File: src/hdl/uart_pkg.sv
package uart_pkg;
  // Device register indexes on the link register port
  localparam logic [2:0] OFS_MODE = 3'h0;
  localparam logic [2:0] OFS_TXSTAT = 3'h1;
  localparam logic [2:0] OFS_RXERR = 3'h2;
  localparam logic [2:0] OFS_RXBUF = 3'h3;
  localparam logic [2:0] OFS_TXBUF = 3'h4;
  localparam logic [2:0] OFS_ISC = 3'h5;
  localparam logic [2:0] OFS_CLKSEL = 3'h6;
  // Mode register fields
  localparam int MODE_POWER = 7;
  localparam int MODE_TXEN = 6;
  localparam int MODE_RXEN = 5;
  localparam int MODE_MSBF = 2;
  localparam int MODE_LEN8 = 1;
  localparam logic [7:0] MODE_RESET = 8'h01;
  // Status and routing fields
  localparam int TXSTAT_FULL = 1;
  localparam int TXSTAT_SHIFT = 0;
  localparam int RXERR_OVR = 0;
  localparam int ISC_WAKE = 0;
  localparam int ISC_CAP = 1;
  localparam logic [7:0] RXBUF_RESET = 8'hFF;
  localparam logic [7:0] TXBUF_RESET = 8'hFF;
  localparam logic [7:0] ISC_RESET = 8'h00;
  localparam logic [7:0] CLKSEL_RESET = 8'h00;
  // Base clock ticks per serial bit
  localparam int BIT_BASE_CLKS = 16;
  // Controller word addresses on the Avalon side, then interrupt event bit positions
  localparam logic [3:0] AVS_IRQ_STAT = 4'h8;
  localparam logic [3:0] AVS_IRQ_MASK = 4'h9;
  localparam int EV_TXDONE = 0;
  localparam int EV_RXDONE = 1;
  localparam int EV_REFUSED = 2;
  localparam int EV_W = 3;
endpackage

File: src/hdl/uart_link_if.sv
`timescale 1ns/10ps
interface uart_link_if;
  logic regStb;
  logic regWr;
  logic [2:0] regAddr;
  logic [7:0] regWdata;
  logic [7:0] regRdata;
  logic txDone;
  logic rxDone;
  logic txFull;
  logic baseTick;
  modport device
  (
    input regStb, regWr, regAddr, regWdata,
    output regRdata, txDone, rxDone, txFull, baseTick
  );
  modport host
  (
    output regStb, regWr, regAddr, regWdata,
    input regRdata, txDone, rxDone, txFull, baseTick
  );
endinterface

File: src/hdl/uart_data_buffer_path.sv
// Operation
// - Receive shifter deserialises pin, software cannot reach
// - Each received byte replaces receive buffer, except on overrun
// - 7-bit LSB-first fills bits 0-6, bit7 zero
// - 7-bit MSB-first fills bits 1-7, bit0 zero
// - On overrun keep buffer, drop new character
// - Receive buffer read-only, writes ignored
// - Transmit buffer write starts sending; readable back
// - Software never writes transmit buffer while full
// - Software never rewrites same value while running
// - Software waits one base clock after enable
// - First copy immediate; next copy before done pulse
// - Shifter loads and launches on base clock ticks
// - Switch bits route receive pin to wakeup, capture
// - Software times sync field to derive bit period
// - Wakeup input detects start of communication edges
// - Power off stops clock and clears logic
// - Clearing enables resets transmit or receive circuit
//
// Local design decisions: the Avalon-MM interface to the registers and the register offsets.
`timescale 1ns/10ps
module uart_data_buffer_path
  import uart_pkg::*;
#(
  parameter int BitClks = BIT_BASE_CLKS
)
(
  input wire logic sys_clk,
  input wire logic sys_rst,
  input wire logic clkEn,
  uart_link_if.device link,
  input wire logic serialRxPin,
  output logic serialTxPin,
  output logic wakeupExtIrq,
  output logic timerCaptureIn
);
  localparam logic [7:0] BIT_LAST = 8'(BitClks - 1);
  localparam logic [7:0] BIT_HALF = 8'(BitClks / 2);

  logic [7:0] serialMode_q, txBuf_q, rxBuf_q, isc_q, clkSel_q;
  logic [7:0] divCnt_q, regRdata_q;
  logic baseTick_q, txFull_q, txActive_q, txDone_q;
  logic [9:0] txShift_q;
  logic [3:0] txBitCnt_q, rxBitCnt_q;
  logic [7:0] txTick_q, rxTick_q, rxShift_q;
  logic rxActive_q, rxFull_q, overrun_q, rxDone_q;
  logic rxSync1_q, rxSync2_q;
  logic serialTx_q, wakeup_q, capture_q;
  logic powerOn, txEn, rxEn, len8, msbFirst, rxIn;
  logic wrStb, rdRxBuf, rdRxErr, txLoad, txBitEnd, rxSample;
  logic [3:0] txBits, rxStopIdx;
  logic [8:0] txSeq;
  logic [7:0] rxData, txRev;

  function automatic logic [7:0] reverse8(input logic [7:0] v);
    logic [7:0] r;
    r = '0;
    for (int i = 0; i < 8; i++)
    begin
      r[i] = v[7 - i];
    end
    return r;
  endfunction

  assign powerOn = serialMode_q[MODE_POWER];
  assign txEn = powerOn && serialMode_q[MODE_TXEN];
  assign rxEn = powerOn && serialMode_q[MODE_RXEN];
  assign len8 = serialMode_q[MODE_LEN8];
  assign msbFirst = serialMode_q[MODE_MSBF];
  assign wrStb = link.regStb && link.regWr;
  assign rdRxBuf = link.regStb && !link.regWr && link.regAddr == OFS_RXBUF;
  assign rdRxErr = link.regStb && !link.regWr && link.regAddr == OFS_RXERR;
  // Powered-down receive input reads as idle high
  assign rxIn = powerOn ? rxSync2_q : 1'b1;

  // Control registers
  always_ff @(posedge sys_clk)
  begin
    if (sys_rst)
    begin
      serialMode_q <= MODE_RESET;
      txBuf_q <= TXBUF_RESET;
      isc_q <= ISC_RESET;
      clkSel_q <= CLKSEL_RESET;
    end
    else if (clkEn && wrStb)
    begin
      unique case (link.regAddr)
        OFS_MODE: serialMode_q <= link.regWdata;
        OFS_TXBUF: txBuf_q <= link.regWdata;
        OFS_ISC: isc_q <= link.regWdata;
        OFS_CLKSEL: clkSel_q <= link.regWdata;
        default: ;
      endcase
    end
  end

  // Read-back register
  always_ff @(posedge sys_clk)
  begin
    if (sys_rst)
      regRdata_q <= '0;
    else if (clkEn && link.regStb && !link.regWr)
    begin
      unique case (link.regAddr)
        OFS_MODE: regRdata_q <= serialMode_q;
        OFS_TXSTAT:
          regRdata_q <= {6'h00, txFull_q, txActive_q};
        OFS_RXERR: regRdata_q <= {7'h00, overrun_q};
        OFS_RXBUF: regRdata_q <= rxBuf_q;
        OFS_TXBUF: regRdata_q <= txBuf_q;
        OFS_ISC: regRdata_q <= isc_q;
        OFS_CLKSEL: regRdata_q <= clkSel_q;
        default: regRdata_q <= '0;
      endcase
    end
  end

  // Base clock: one tick stands for each falling base-clock edge
  always_ff @(posedge sys_clk)
  begin
    if (sys_rst || (clkEn && !powerOn))
    begin
      divCnt_q <= '0;
      baseTick_q <= 1'b0;
    end
    else if (clkEn)
    begin
      baseTick_q <= divCnt_q == clkSel_q;
      divCnt_q <= divCnt_q == clkSel_q ? 8'h00 : divCnt_q + 8'h01;
    end
  end

  // Transmit path
  assign txBits = len8 ? 4'd10 : 4'd9;
  assign txRev = reverse8(txBuf_q);
  assign txSeq = len8 ? {1'b1, msbFirst ? txRev : txBuf_q}
    : {2'b11, msbFirst ? txRev[6:0] : txBuf_q[6:0]};
  assign txBitEnd = baseTick_q && txActive_q && txTick_q == '0;
  assign txLoad = baseTick_q && txFull_q && (!txActive_q
    || (txBitEnd && txBitCnt_q == txBits - 4'd1));

  always_ff @(posedge sys_clk)
  begin
    if (sys_rst || (clkEn && !txEn))
    begin
      txFull_q <= 1'b0;
      txActive_q <= 1'b0;
      txDone_q <= 1'b0;
      txShift_q <= '1;
      txBitCnt_q <= '0;
      txTick_q <= '0;
    end
    else if (clkEn)
    begin
      if (wrStb && link.regAddr == OFS_TXBUF)
        txFull_q <= 1'b1;
      else if (txLoad)
        txFull_q <= 1'b0;
      txDone_q <= txBitEnd && txBitCnt_q == txBits - 4'd1;
      if (txLoad)
      begin
        txShift_q <= {txSeq, 1'b0};
        txActive_q <= 1'b1;
        txBitCnt_q <= '0;
        txTick_q <= BIT_LAST;
      end
      else if (txBitEnd)
      begin
        txShift_q <= {1'b1, txShift_q[9:1]};
        txTick_q <= BIT_LAST;
        txBitCnt_q <= txBitCnt_q + 4'd1;
        if (txBitCnt_q == txBits - 4'd1)
          txActive_q <= 1'b0;
      end
      else if (baseTick_q && txActive_q)
        txTick_q <= txTick_q - 8'h01;
    end
  end

  // Pin outputs
  always_ff @(posedge sys_clk)
  begin
    if (sys_rst)
    begin
      serialTx_q <= 1'b1;
      wakeup_q <= 1'b1;
      capture_q <= 1'b1;
    end
    else if (clkEn)
    begin
      serialTx_q <= txActive_q ? txShift_q[0] : 1'b1;
      wakeup_q <= isc_q[ISC_WAKE] ? rxIn : 1'b1;
      capture_q <= isc_q[ISC_CAP] ? rxIn : 1'b1;
    end
  end

  // Receive pin synchroniser
  always_ff @(posedge sys_clk)
  begin
    if (sys_rst)
    begin
      rxSync1_q <= 1'b1;
      rxSync2_q <= 1'b1;
    end
    else if (clkEn)
    begin
      rxSync1_q <= serialRxPin;
      rxSync2_q <= rxSync1_q;
    end
  end

  // Receive path
  assign rxStopIdx = len8 ? 4'd9 : 4'd8;
  assign rxSample = baseTick_q && rxActive_q && rxTick_q == '0;
  always_comb
  begin
    rxData = reverse8(rxShift_q);
    if (len8)
      rxData = msbFirst ? rxData : rxShift_q;
    else if (msbFirst)
      rxData = {rxData[6:0], 1'b0};
    else
      rxData = {1'b0, rxShift_q[7:1]};
  end

  always_ff @(posedge sys_clk)
  begin
    if (sys_rst || (clkEn && !powerOn))
    begin
      rxBuf_q <= RXBUF_RESET;
      rxFull_q <= 1'b0;
      overrun_q <= 1'b0;
    end
    else if (clkEn)
    begin
      if (!rxEn)
      begin
        rxFull_q <= 1'b0;
        overrun_q <= 1'b0;
      end
      else if (rxSample && rxBitCnt_q == rxStopIdx)
      begin
        if (rxFull_q && !rdRxBuf)
          overrun_q <= 1'b1;
        else
        begin
          rxBuf_q <= rxData;
          rxFull_q <= 1'b1;
        end
      end
      else
      begin
        if (rdRxBuf)
          rxFull_q <= 1'b0;
        if (rdRxErr)
          overrun_q <= 1'b0;
      end
    end
  end

  always_ff @(posedge sys_clk)
  begin
    if (sys_rst || (clkEn && !rxEn))
    begin
      rxActive_q <= 1'b0;
      rxShift_q <= '1;
      rxBitCnt_q <= '0;
      rxTick_q <= '0;
      rxDone_q <= 1'b0;
    end
    else if (clkEn)
    begin
      rxDone_q <= rxSample && rxBitCnt_q == rxStopIdx
        && !(rxFull_q && !rdRxBuf);
      if (baseTick_q && !rxActive_q && !rxIn)
      begin
        rxActive_q <= 1'b1;
        rxBitCnt_q <= '0;
        rxTick_q <= BIT_HALF;
      end
      else if (rxSample)
      begin
        rxTick_q <= BIT_LAST;
        rxBitCnt_q <= rxBitCnt_q + 4'd1;
        if ((rxBitCnt_q == '0 && rxIn) || rxBitCnt_q == rxStopIdx)
          rxActive_q <= 1'b0;
        else if (rxBitCnt_q != '0)
          rxShift_q <= {rxIn, rxShift_q[7:1]};
      end
      else if (baseTick_q && rxActive_q)
        rxTick_q <= rxTick_q - 8'h01;
    end
  end

  assign link.regRdata = regRdata_q;
  assign link.txDone = txDone_q;
  assign link.rxDone = rxDone_q;
  assign link.txFull = txFull_q;
  assign link.baseTick = baseTick_q;
  assign serialTxPin = serialTx_q;
  assign wakeupExtIrq = wakeup_q;
  assign timerCaptureIn = capture_q;
endmodule

File: src/flat_wrapper.sv
// flat-port wrapper written by rule: the top's interface ports become plain ports
module uart_data_buffer_path_flat import uart_pkg::*;
#(
  parameter int BitClks = BIT_BASE_CLKS
)
  (sys_clk, sys_rst, clkEn, serialRxPin, serialTxPin, wakeupExtIrq, timerCaptureIn, link_regStb, link_regWr, link_regAddr, link_regWdata, link_regRdata, link_txDone, link_rxDone, link_txFull, link_baseTick);
  uart_link_if link_i ();
  input wire logic sys_clk;
  input wire logic sys_rst;
  input wire logic clkEn;
  input wire logic serialRxPin;
  output logic serialTxPin;
  output logic wakeupExtIrq;
  output logic timerCaptureIn;
  input wire logic [$bits(link_i.regStb)-1:0] link_regStb;
  input wire logic [$bits(link_i.regWr)-1:0] link_regWr;
  input wire logic [$bits(link_i.regAddr)-1:0] link_regAddr;
  input wire logic [$bits(link_i.regWdata)-1:0] link_regWdata;
  output wire logic [$bits(link_i.regRdata)-1:0] link_regRdata;
  output wire logic [$bits(link_i.txDone)-1:0] link_txDone;
  output wire logic [$bits(link_i.rxDone)-1:0] link_rxDone;
  output wire logic [$bits(link_i.txFull)-1:0] link_txFull;
  output wire logic [$bits(link_i.baseTick)-1:0] link_baseTick;
  assign link_i.regStb = link_regStb;
  assign link_i.regWr = link_regWr;
  assign link_i.regAddr = link_regAddr;
  assign link_i.regWdata = link_regWdata;
  assign link_regRdata = link_i.regRdata;
  assign link_txDone = link_i.txDone;
  assign link_rxDone = link_i.rxDone;
  assign link_txFull = link_i.txFull;
  assign link_baseTick = link_i.baseTick;
  uart_data_buffer_path #(.BitClks(BitClks)) u_core (.sys_clk(sys_clk), .sys_rst(sys_rst), .clkEn(clkEn), .link(link_i), .serialRxPin(serialRxPin), .serialTxPin(serialTxPin), .wakeupExtIrq(wakeupExtIrq), .timerCaptureIn(timerCaptureIn));
endmodule
File: config.mk
export PLATFORM = sky130hd
export DESIGN_NAME = uart_data_buffer_path_flat
export DESIGN_NICKNAME = d
export VERILOG_FILES = /design/src/hdl/uart_pkg.sv /design/src/hdl/uart_link_if.sv /design/src/hdl/uart_data_buffer_path.sv /design/src/flat_wrapper.sv
export SDC_FILE = /design/constraint.sdc
export NUM_CORES = 1
export LEC_CHECK = 0
export CORE_MARGIN = 3
export CORE_UTILIZATION = 50
export DETAILED_ROUTE_END_ITERATION = 8
export DONT_BUFFER_PORTS = 1
export PLACE_DENSITY_LB_ADDON = 0.25
export SETUP_SLACK_MARGIN = 0.15
export SYNTH_ARGS = -nofsm -noshare
export SYNTH_HDL_FRONTEND = slang
export SYNTH_SLANG_ARGS = --single-unit
File: constraint.sdc
create_clock -name sys_clk -period 2.95 [get_ports sys_clk]
set_input_delay 0.1475 -clock sys_clk [delete_from_list [all_inputs] [get_ports sys_clk]]
set_output_delay 0.1475 -clock sys_clk [all_outputs]
set_load 0.005 [all_outputs]
# Word level (Yosys, flattened, before mapping)
# Index checks and enable logic that the tools add are counted.
op_classes:
  muxes: 42
  add_sub_neg: 6
  n_reduce_logical: 67
  eq_ne: 13
  bitwise_logic: 3
op_table:
  columns: ["cell", "n"]
  rows:
  - ["8-bit 2-to-1 mux", 12]
  - ["8-bit one-hot mux with 7 select lines", 1]
  - ["1-bit logical AND", 26]
  - ["1-bit 2-to-1 mux", 21]
  - ["10-bit 2-to-1 mux", 2]
  - ["2-bit AND reduction", 9]
  - ["8-bit zero test", 2]
  - ["4-bit 2-to-1 mux", 4]
  - ["8-bit by 1-bit subtractor with 8-bit output, second input constant", 2]
  - ["3-bit != test, second input constant", 4]
  - ["3-bit AND reduction", 4]
  - ["2-bit nonzero test", 5]
  - ["3-bit == test, second input constant", 3]
  - ["1-bit zero test", 9]
  - ["4-bit by 1-bit adder with 4-bit output, second input constant", 2]
  - ["8-bit by 1-bit adder with 8-bit output, second input constant", 1]
  - ["4-bit == test", 2]
  - ["8-bit == test", 1]
  - ["7-bit 2-to-1 mux", 1]
  - ["3-bit by 2-bit == test with 1-bit output, second input constant", 2]
  - ["3-bit nonzero test", 2]
  - ["1-bit logical OR", 5]
  - ["5-bit AND reduction", 1]
  - ["4-bit zero test", 1]
  - ["7 further kinds", 9]
word_totals:
  elab_cells: 157
  in_bits: 17
  out_inout_bits: 15
  ff_bits: 111

# Logic depth before layout (Yosys ltp)
depth:
  depth_word: 8
  depth_mapped: 8
  mapped_depth_nobuf: 6

# Least setup slack after synthesis
# OpenSTA, ideal clock, no wires.
synth_path:
  path_type: "register to register"
  startpoint: "reg u_core.baseTick_q, in the netlist u_core.link.baseTick"
  endpoint: "reg u_core.txShift_q[7]"
  path_stages_with_launch: 8
  setup_time_ps: 126
  n_path_buf: 2
  path_slack_ps: 1266
  synth_period_minus_slack_ps: 1684
  arrival_time_ps: 1558
  required_ps: 2824
  cell_sequence: "dfxtp_1 and4bb_1 and4b_1 buf_6 a21oi_4 buf_8 mux2i_1 o21ai_1"
synth_via:
  elab_chain_cells: 7
  word_cells_on_any_way: 9
  cone_classes: "mux (1); reduce/logical (8)"
synth_lines:
  columns: ["element", "line_no", "rtl"]
  rows:
  - ["start, declared", "uart_data_buffer_path.sv:42", "logic baseTick_q, txFull_q, txActive_q, txDone_q;"]
  - ["start signal, assigned", "uart_data_buffer_path.sv:129", "baseTick_q <= divCnt_q == clkSel_q;"]
  - ["1-bit logical AND (2 in series)", "uart_data_buffer_path.sv:139", "assign txBitEnd = baseTick_q && txActive_q && txTick_q == '0;"]
  - ["1-bit logical AND", "uart_data_buffer_path.sv:141", "|| (txBitEnd && txBitCnt_q == txBits - 4'd1));"]
  - ["1-bit logical OR", "uart_data_buffer_path.sv:141", null]
  - ["1-bit logical AND", "uart_data_buffer_path.sv:140", "assign txLoad = baseTick_q && txFull_q && (!txActive_q"]
  - ["2-bit nonzero test (no line)", null, null]
  - ["2-bit AND reduction (no line)", null, null]
  - ["end signal, assigned", "uart_data_buffer_path.sv:163", "txShift_q <= {txSeq, 1'b0};"]
  - ["end signal, assigned", "uart_data_buffer_path.sv:170", "txShift_q <= {1'b1, txShift_q[9:1]};"]
  - ["end, declared", "uart_data_buffer_path.sv:43", "logic [9:0] txShift_q;"]
# Several ways; a longest one is shown, not always the timed one.
# A chain may end at the register's enable or synchronous reset.

# Worst setup path in the final report
layout_path:
  startpoint: "reg u_core.baseTick_q, in the netlist u_core.link.baseTick"
  endpoint: "reg u_core.rxShift_q[6]"
layout_via:
  elab_chain_cells: 4
  word_cells_on_any_way: 6
  cone_classes: "bitwise (1); reduce/logical (5)"
layout_lines:
  columns: ["element", "line_no", "rtl"]
  rows:
  - ["1-bit logical AND (2 in series)", "uart_data_buffer_path.sv:276", "if (baseTick_q && !rxActive_q && !rxIn)"]
  - ["1-bit NOT (no line)", null, null]
  - ["5-bit AND reduction (no line) *", null, null]
  - ["end signal, assigned", "uart_data_buffer_path.sv:289", "rxShift_q <= {rxIn, rxShift_q[7:1]};"]
  - ["end, declared", "uart_data_buffer_path.sv:45", "logic [7:0] txTick_q, rxTick_q, rxShift_q;"]
# Every way passes the cells marked *; elsewhere a longest branch is shown, timed or not.

==> summary.md <==
| Metric | Value |
|---|---|
| Clock sink count | `110` |
| Worst supply voltage drop on vdd | `0.2721 mV` |
| Die Width | `110.0 um` |
| Count of warnings emitted by yosys | `0` |
| Worst clock skew | `19.71 ps` |
| Cts repair resizes | `0` |
| Most instantiated flip-flop cell in the synthesis netlist | `sky130_fd_sc_hd__dfxtp_1` |
| Required time worst endpoint | `3200 ps` |
| Top-level I/O count | `32` |
| Core area | `0.01042 mm2` |
| Setup bufs post-CTS | `0` |
| Number of distinct library cells after synthesis | `70` |
| Inserted Clock Buffers | `9` |
| Min Clock Period, post-route | `2116 ps` |
| Setup TNS | `0 ps` |
| Number of maximum-capacitance constraint violations | `0` |
| DP Cell Count | `712` |
| Post-DR vias/cell | `5.850` |
| Filler instances | `966` |
| Die outline height | `110.0 um` |
| Final antenna-violating net count | `0` |
| Site Rows | `37` |
| Fraction of final layout cells with drive strength greater than 1 | `8.760%` |
| Mapped Nets | `627` |
| Vias in the first global route | `4,057` |
| Sort of element at the end of the critical path | `flop` |
| P&R area growth vs syn | `6.619%` |
| Leading cell types by total area after synthesis | `sky130_fd_sc_hd__dfxtp_1 41%, sky130_fd_sc_hd__mux2i_1 8.7%, sky130_fd_sc_hd__nand2_1 5.0%` |
| Number of antenna violations at the first check in global routing | `0` |
| Max-Slew Margin vs Limit | `46.25%` |
| TritonCTS clock tree | `yes` |
| Power density of the placed cells | `431.0 mW/mm2` |
| Worst hold path stage count | `2` |
| Htree depth | `3` |
| Cts-stage hold buffer count | `13` |
| First-pass GRT wire length | `20.60 mm` |
| Syn_area_per_cell | `8.966 um2` |
| Nets | `624` |
| Maximum fanout encountered on the critical timing path | `10` |
| Area used by sequential logic in the layout | `0.002202 mm2` |
| Final wirelength | `12.48 mm` |
| Area share of the largest cell type after synthesis | `40.73%` |
| Critical-path cell list | `and4bb_2, and3_1, and4_1, mux2i_1, nand2_1` |
| Post-synthesis cell type with the largest combined area | `sky130_fd_sc_hd__dfxtp_1` |
| Number of cells in the finished layout apart from fillers | `741` |
| Cell count of the worst reg-to-reg path | `5` |
| Leak Pwr | `2.090 nW` |
| Transition time at the pin with the least slew margin | `806.3 ps` |
| Status | `complete, no violations` |
| Total global routing track utilization | `21.69%` |
| Final HPWL DP | `8.674 mm` |
| Critical Path AT | `2370 ps` |
| Area occupied by multi-input gates | `0.003009 mm2` |
| Wire length per cell after detailed routing | `16.84 um` |
| Final Cycle Share | `71.71%` |
| Last weighted congestion value of the routability-driven placer | `0.8332` |
| Slowest stage delay, CP | `590 ps` |
| Total iterations of the first detailed-routing run | `4` |
| Area of the die | `0.01210 mm2` |
| Slowest stage cell, crit path | `sky130_fd_sc_hd__dfxtp_1` |
| Number of DRC violations after detailed-routing iteration 0 | `350` |
| Worst Setup Path Type | `reg -> reg` |
| Clock network latency to the later pin of the worst-skew pair | `380 ps` |
| FF+latch count, synth | `110` |
| Clock transition at the registers of the reported paths | `110 ps` |
| Buffer levels on the longest clock path | `2` |
| Final Slew Violations | `0` |
| Reg-to-reg setup timing slack | `830 ps` |
| F_max | `0.4727 GHz` |
| Fraction of the yosys area taken by sequential cells | `40.73%` |
| Initial standard-cell utilization of the core | `51.90%` |
| Class of the worst hold path | `in -> reg` |
| Count of flip-flops with a built-in enable after synthesis | `0` |
| Synthesized area | `0.005406 mm2` |
| Port-buffer cells | `0` |
| Unrepaired setup endpoints after global routing | `no` |
| # setup viols final | `0` |
| Number of vias after detailed routing | `4,335` |
| Async SR Flop Fraction | `0%` |
| Total congestion overflow after global routing | `0` |
| Synthesized instance count | `603` |
| Nature of the critical path startpoint | `flop` |
| CTS Root Buffer Type | `sky130_fd_sc_hd__clkbuf_8` |
| Antenna Diode Count | `0` |
| Total count of hold-check failures in the final report | `0` |
| DRC | `0` |
| Pin count of the biggest net entering global routing | `48` |
## placed cells by master (no fill, tap or decap), types with 3 or more instances in the layout
master / Yosys / routed
sky130_fd_sc_hd__nand3b_1: 3 / 3
sky130_fd_sc_hd__mux2i_1: 47 / 47
sky130_fd_sc_hd__xnor2_1: 11 / 11
sky130_fd_sc_hd__nand2b_1: 9 / 9
sky130_fd_sc_hd__a21oi_1: 48 / 48
sky130_fd_sc_hd__nand4_1: 4 / 4
sky130_fd_sc_hd__xor2_1: 20 / 20
sky130_fd_sc_hd__dfxtp_1: 110 / 110
sky130_fd_sc_hd__nor2_1: 55 / 55
sky130_fd_sc_hd__a22oi_1: 5 / 5
sky130_fd_sc_hd__dlygate4sd3_1: 0 / 12
sky130_fd_sc_hd__a211oi_1: 3 / 3
sky130_fd_sc_hd__ha_1: 7 / 7
sky130_fd_sc_hd__nor3_1: 12 / 12
sky130_fd_sc_hd__buf_4: 3 / 3
sky130_fd_sc_hd__a31oi_1: 3 / 3
sky130_fd_sc_hd__nor2b_1: 13 / 13
sky130_fd_sc_hd__and2_1: 4 / 4
sky130_fd_sc_hd__o21a_1: 3 / 3
sky130_fd_sc_hd__mux2_2: 10 / 10
sky130_fd_sc_hd__mux4_2: 5 / 5
sky130_fd_sc_hd__o211ai_1: 9 / 9
sky130_fd_sc_hd__nand3_1: 15 / 15
sky130_fd_sc_hd__inv_1: 11 / 11
sky130_fd_sc_hd__clkbuf_8: 0 / 10
sky130_fd_sc_hd__a211o_1: 11 / 11
sky130_fd_sc_hd__o21ai_0: 35 / 34
sky130_fd_sc_hd__nand2_1: 72 / 72
## report_power, final
group          switching (W)  total, W  internal [W]
Sequential         0.0000111   0.00151       0.00149
Combinational      0.0000742  0.000125     0.0000507
Clock               0.000519  0.000854      0.000335
Total               0.000604   0.00248       0.00188
## final cells by class
class / instances / area share, %
flip-flops and latches: 110 / 38.20
well taps: 136 / 2.952
clock inverters: 4 / 0.5209
clock buffers: 12 / 2.518
inverters: 12 / 0.7814
multi-input cells: 451 / 52.20
repair buffers: 16 / 2.822
## layer usage
layer  vias up  global-route usage [%]  wire [um]
met5         -                       0          0
li1       2131                       -          -
met1      2077                   29.23       5597
met2       110                   35.01       5907
met3        17                   5.242        797
met4         0                   5.521        180
## synthesized netlist by cell type, types with 2 or more instances
| cell type | n |
|---|---|
| sky130_fd_sc_hd__dfxtp_1 | 110 |
| sky130_fd_sc_hd__nand2_1 | 72 |
| sky130_fd_sc_hd__nor2_1 | 55 |
| sky130_fd_sc_hd__a21oi_1 | 48 |
| sky130_fd_sc_hd__mux2i_1 | 47 |
| sky130_fd_sc_hd__o21ai_0 | 35 |
| sky130_fd_sc_hd__xor2_1 | 20 |
| sky130_fd_sc_hd__clkbuf_1 | 15 |
| sky130_fd_sc_hd__nand3_1 | 15 |
| sky130_fd_sc_hd__nor2b_1 | 13 |
| sky130_fd_sc_hd__nor3_1 | 12 |
| sky130_fd_sc_hd__a211o_1 | 11 |
| sky130_fd_sc_hd__inv_1 | 11 |
| sky130_fd_sc_hd__xnor2_1 | 11 |
| sky130_fd_sc_hd__mux2_2 | 10 |
| sky130_fd_sc_hd__nand2b_1 | 9 |
| sky130_fd_sc_hd__o211ai_1 | 9 |
| sky130_fd_sc_hd__ha_1 | 7 |
| sky130_fd_sc_hd__buf_2 | 6 |
| sky130_fd_sc_hd__a22oi_1 | 5 |
| sky130_fd_sc_hd__mux4_2 | 5 |
| sky130_fd_sc_hd__and2_1 | 4 |
| sky130_fd_sc_hd__buf_1 | 4 |
| sky130_fd_sc_hd__nand4_1 | 4 |
| sky130_fd_sc_hd__a211oi_1 | 3 |
| sky130_fd_sc_hd__a31oi_1 | 3 |
| sky130_fd_sc_hd__buf_4 | 3 |
| sky130_fd_sc_hd__nand3b_1 | 3 |
| sky130_fd_sc_hd__o21a_1 | 3 |
| sky130_fd_sc_hd__a21o_1 | 2 |
| sky130_fd_sc_hd__and3_1 | 2 |
| sky130_fd_sc_hd__and4_1 | 2 |
| sky130_fd_sc_hd__and4b_1 | 2 |
| sky130_fd_sc_hd__and4bb_2 | 2 |
| sky130_fd_sc_hd__nor2_2 | 2 |
| sky130_fd_sc_hd__nor4_2 | 2 |
| sky130_fd_sc_hd__or2_2 | 2 |
| sky130_fd_sc_hd__or3b_1 | 2 |
## metrics by stage
stage	hold WS [ps]	instance area, um2	setup slack (ps)	utilization, %	total power, W
2_1_floorplan	265.4	5406	1266	-	0.001631
3_5_place_dp	233.7	5449	846.2	52.31	0.001628
4_1_cts	2.647	5764	817.1	55.34	0.002496
6_report	12.08	5764	834.5	55.34	0.002484
3_3_place_gp	231.4	5449	927.2	52.31	0.001626
5_1_grt	2.453	5764	666.3	55.34	0.002573
## state kept, by name, summed over array words and instances, names as in the netlist, 4 cells and up
signal / flops
u_core.txBuf_q: 8
u_core.txBitCnt_q: 4
u_core.divCnt_q: 8
u_core.isc_q: 8
u_core.link.regRdata: 8
u_core.serialMode_q: 8
u_core.rxBitCnt_q: 4
u_core.txTick_q: 8
u_core.rxBuf_q: 8
u_core.rxTick_q: 8
u_core.clkSel_q: 8
u_core.txShift_q: 9
u_core.rxShift_q: 8
## worst max-delay path: cells and delay by family (launching register included)
| kind | cells | cell delay, ps |
|---|---|---|
| flip-flops | 1 | 590 |
| multiplexers | 1 | 260 |
| AND/OR/NAND/NOR | 4 | 1140 |
## path summary, 6_finish.rpt
path | start | endpoint
worst max-delay path | u_core.link.baseTick | u_core.rxShift_q[6]
worst max register to register | u_core.link.baseTick | u_core.rxShift_q[6]
worst min-delay path | clkEn | u_core.rxBuf_q[2]
worst min register to register | u_core.txShift_q[1] | u_core.txShift_q[0]
## logic make-up (layout without fill, tap and decap cells)
kind of cell               count (synthesis)  in the layout  share of synthesized area, %
and+or+nand+nor                          216            216                         20.20
AOI/OAI and AO/OA                        135            135                         15.95
DFF                                      110            110                         40.73
muxes                                     62             62                         12.87
buffers and inverters                     42             44                         3.610
xor gates and xnor gates                  31             31                         5.022
adders and majority gates                  7              7                         1.620
(Power assumes the default switching activity.)
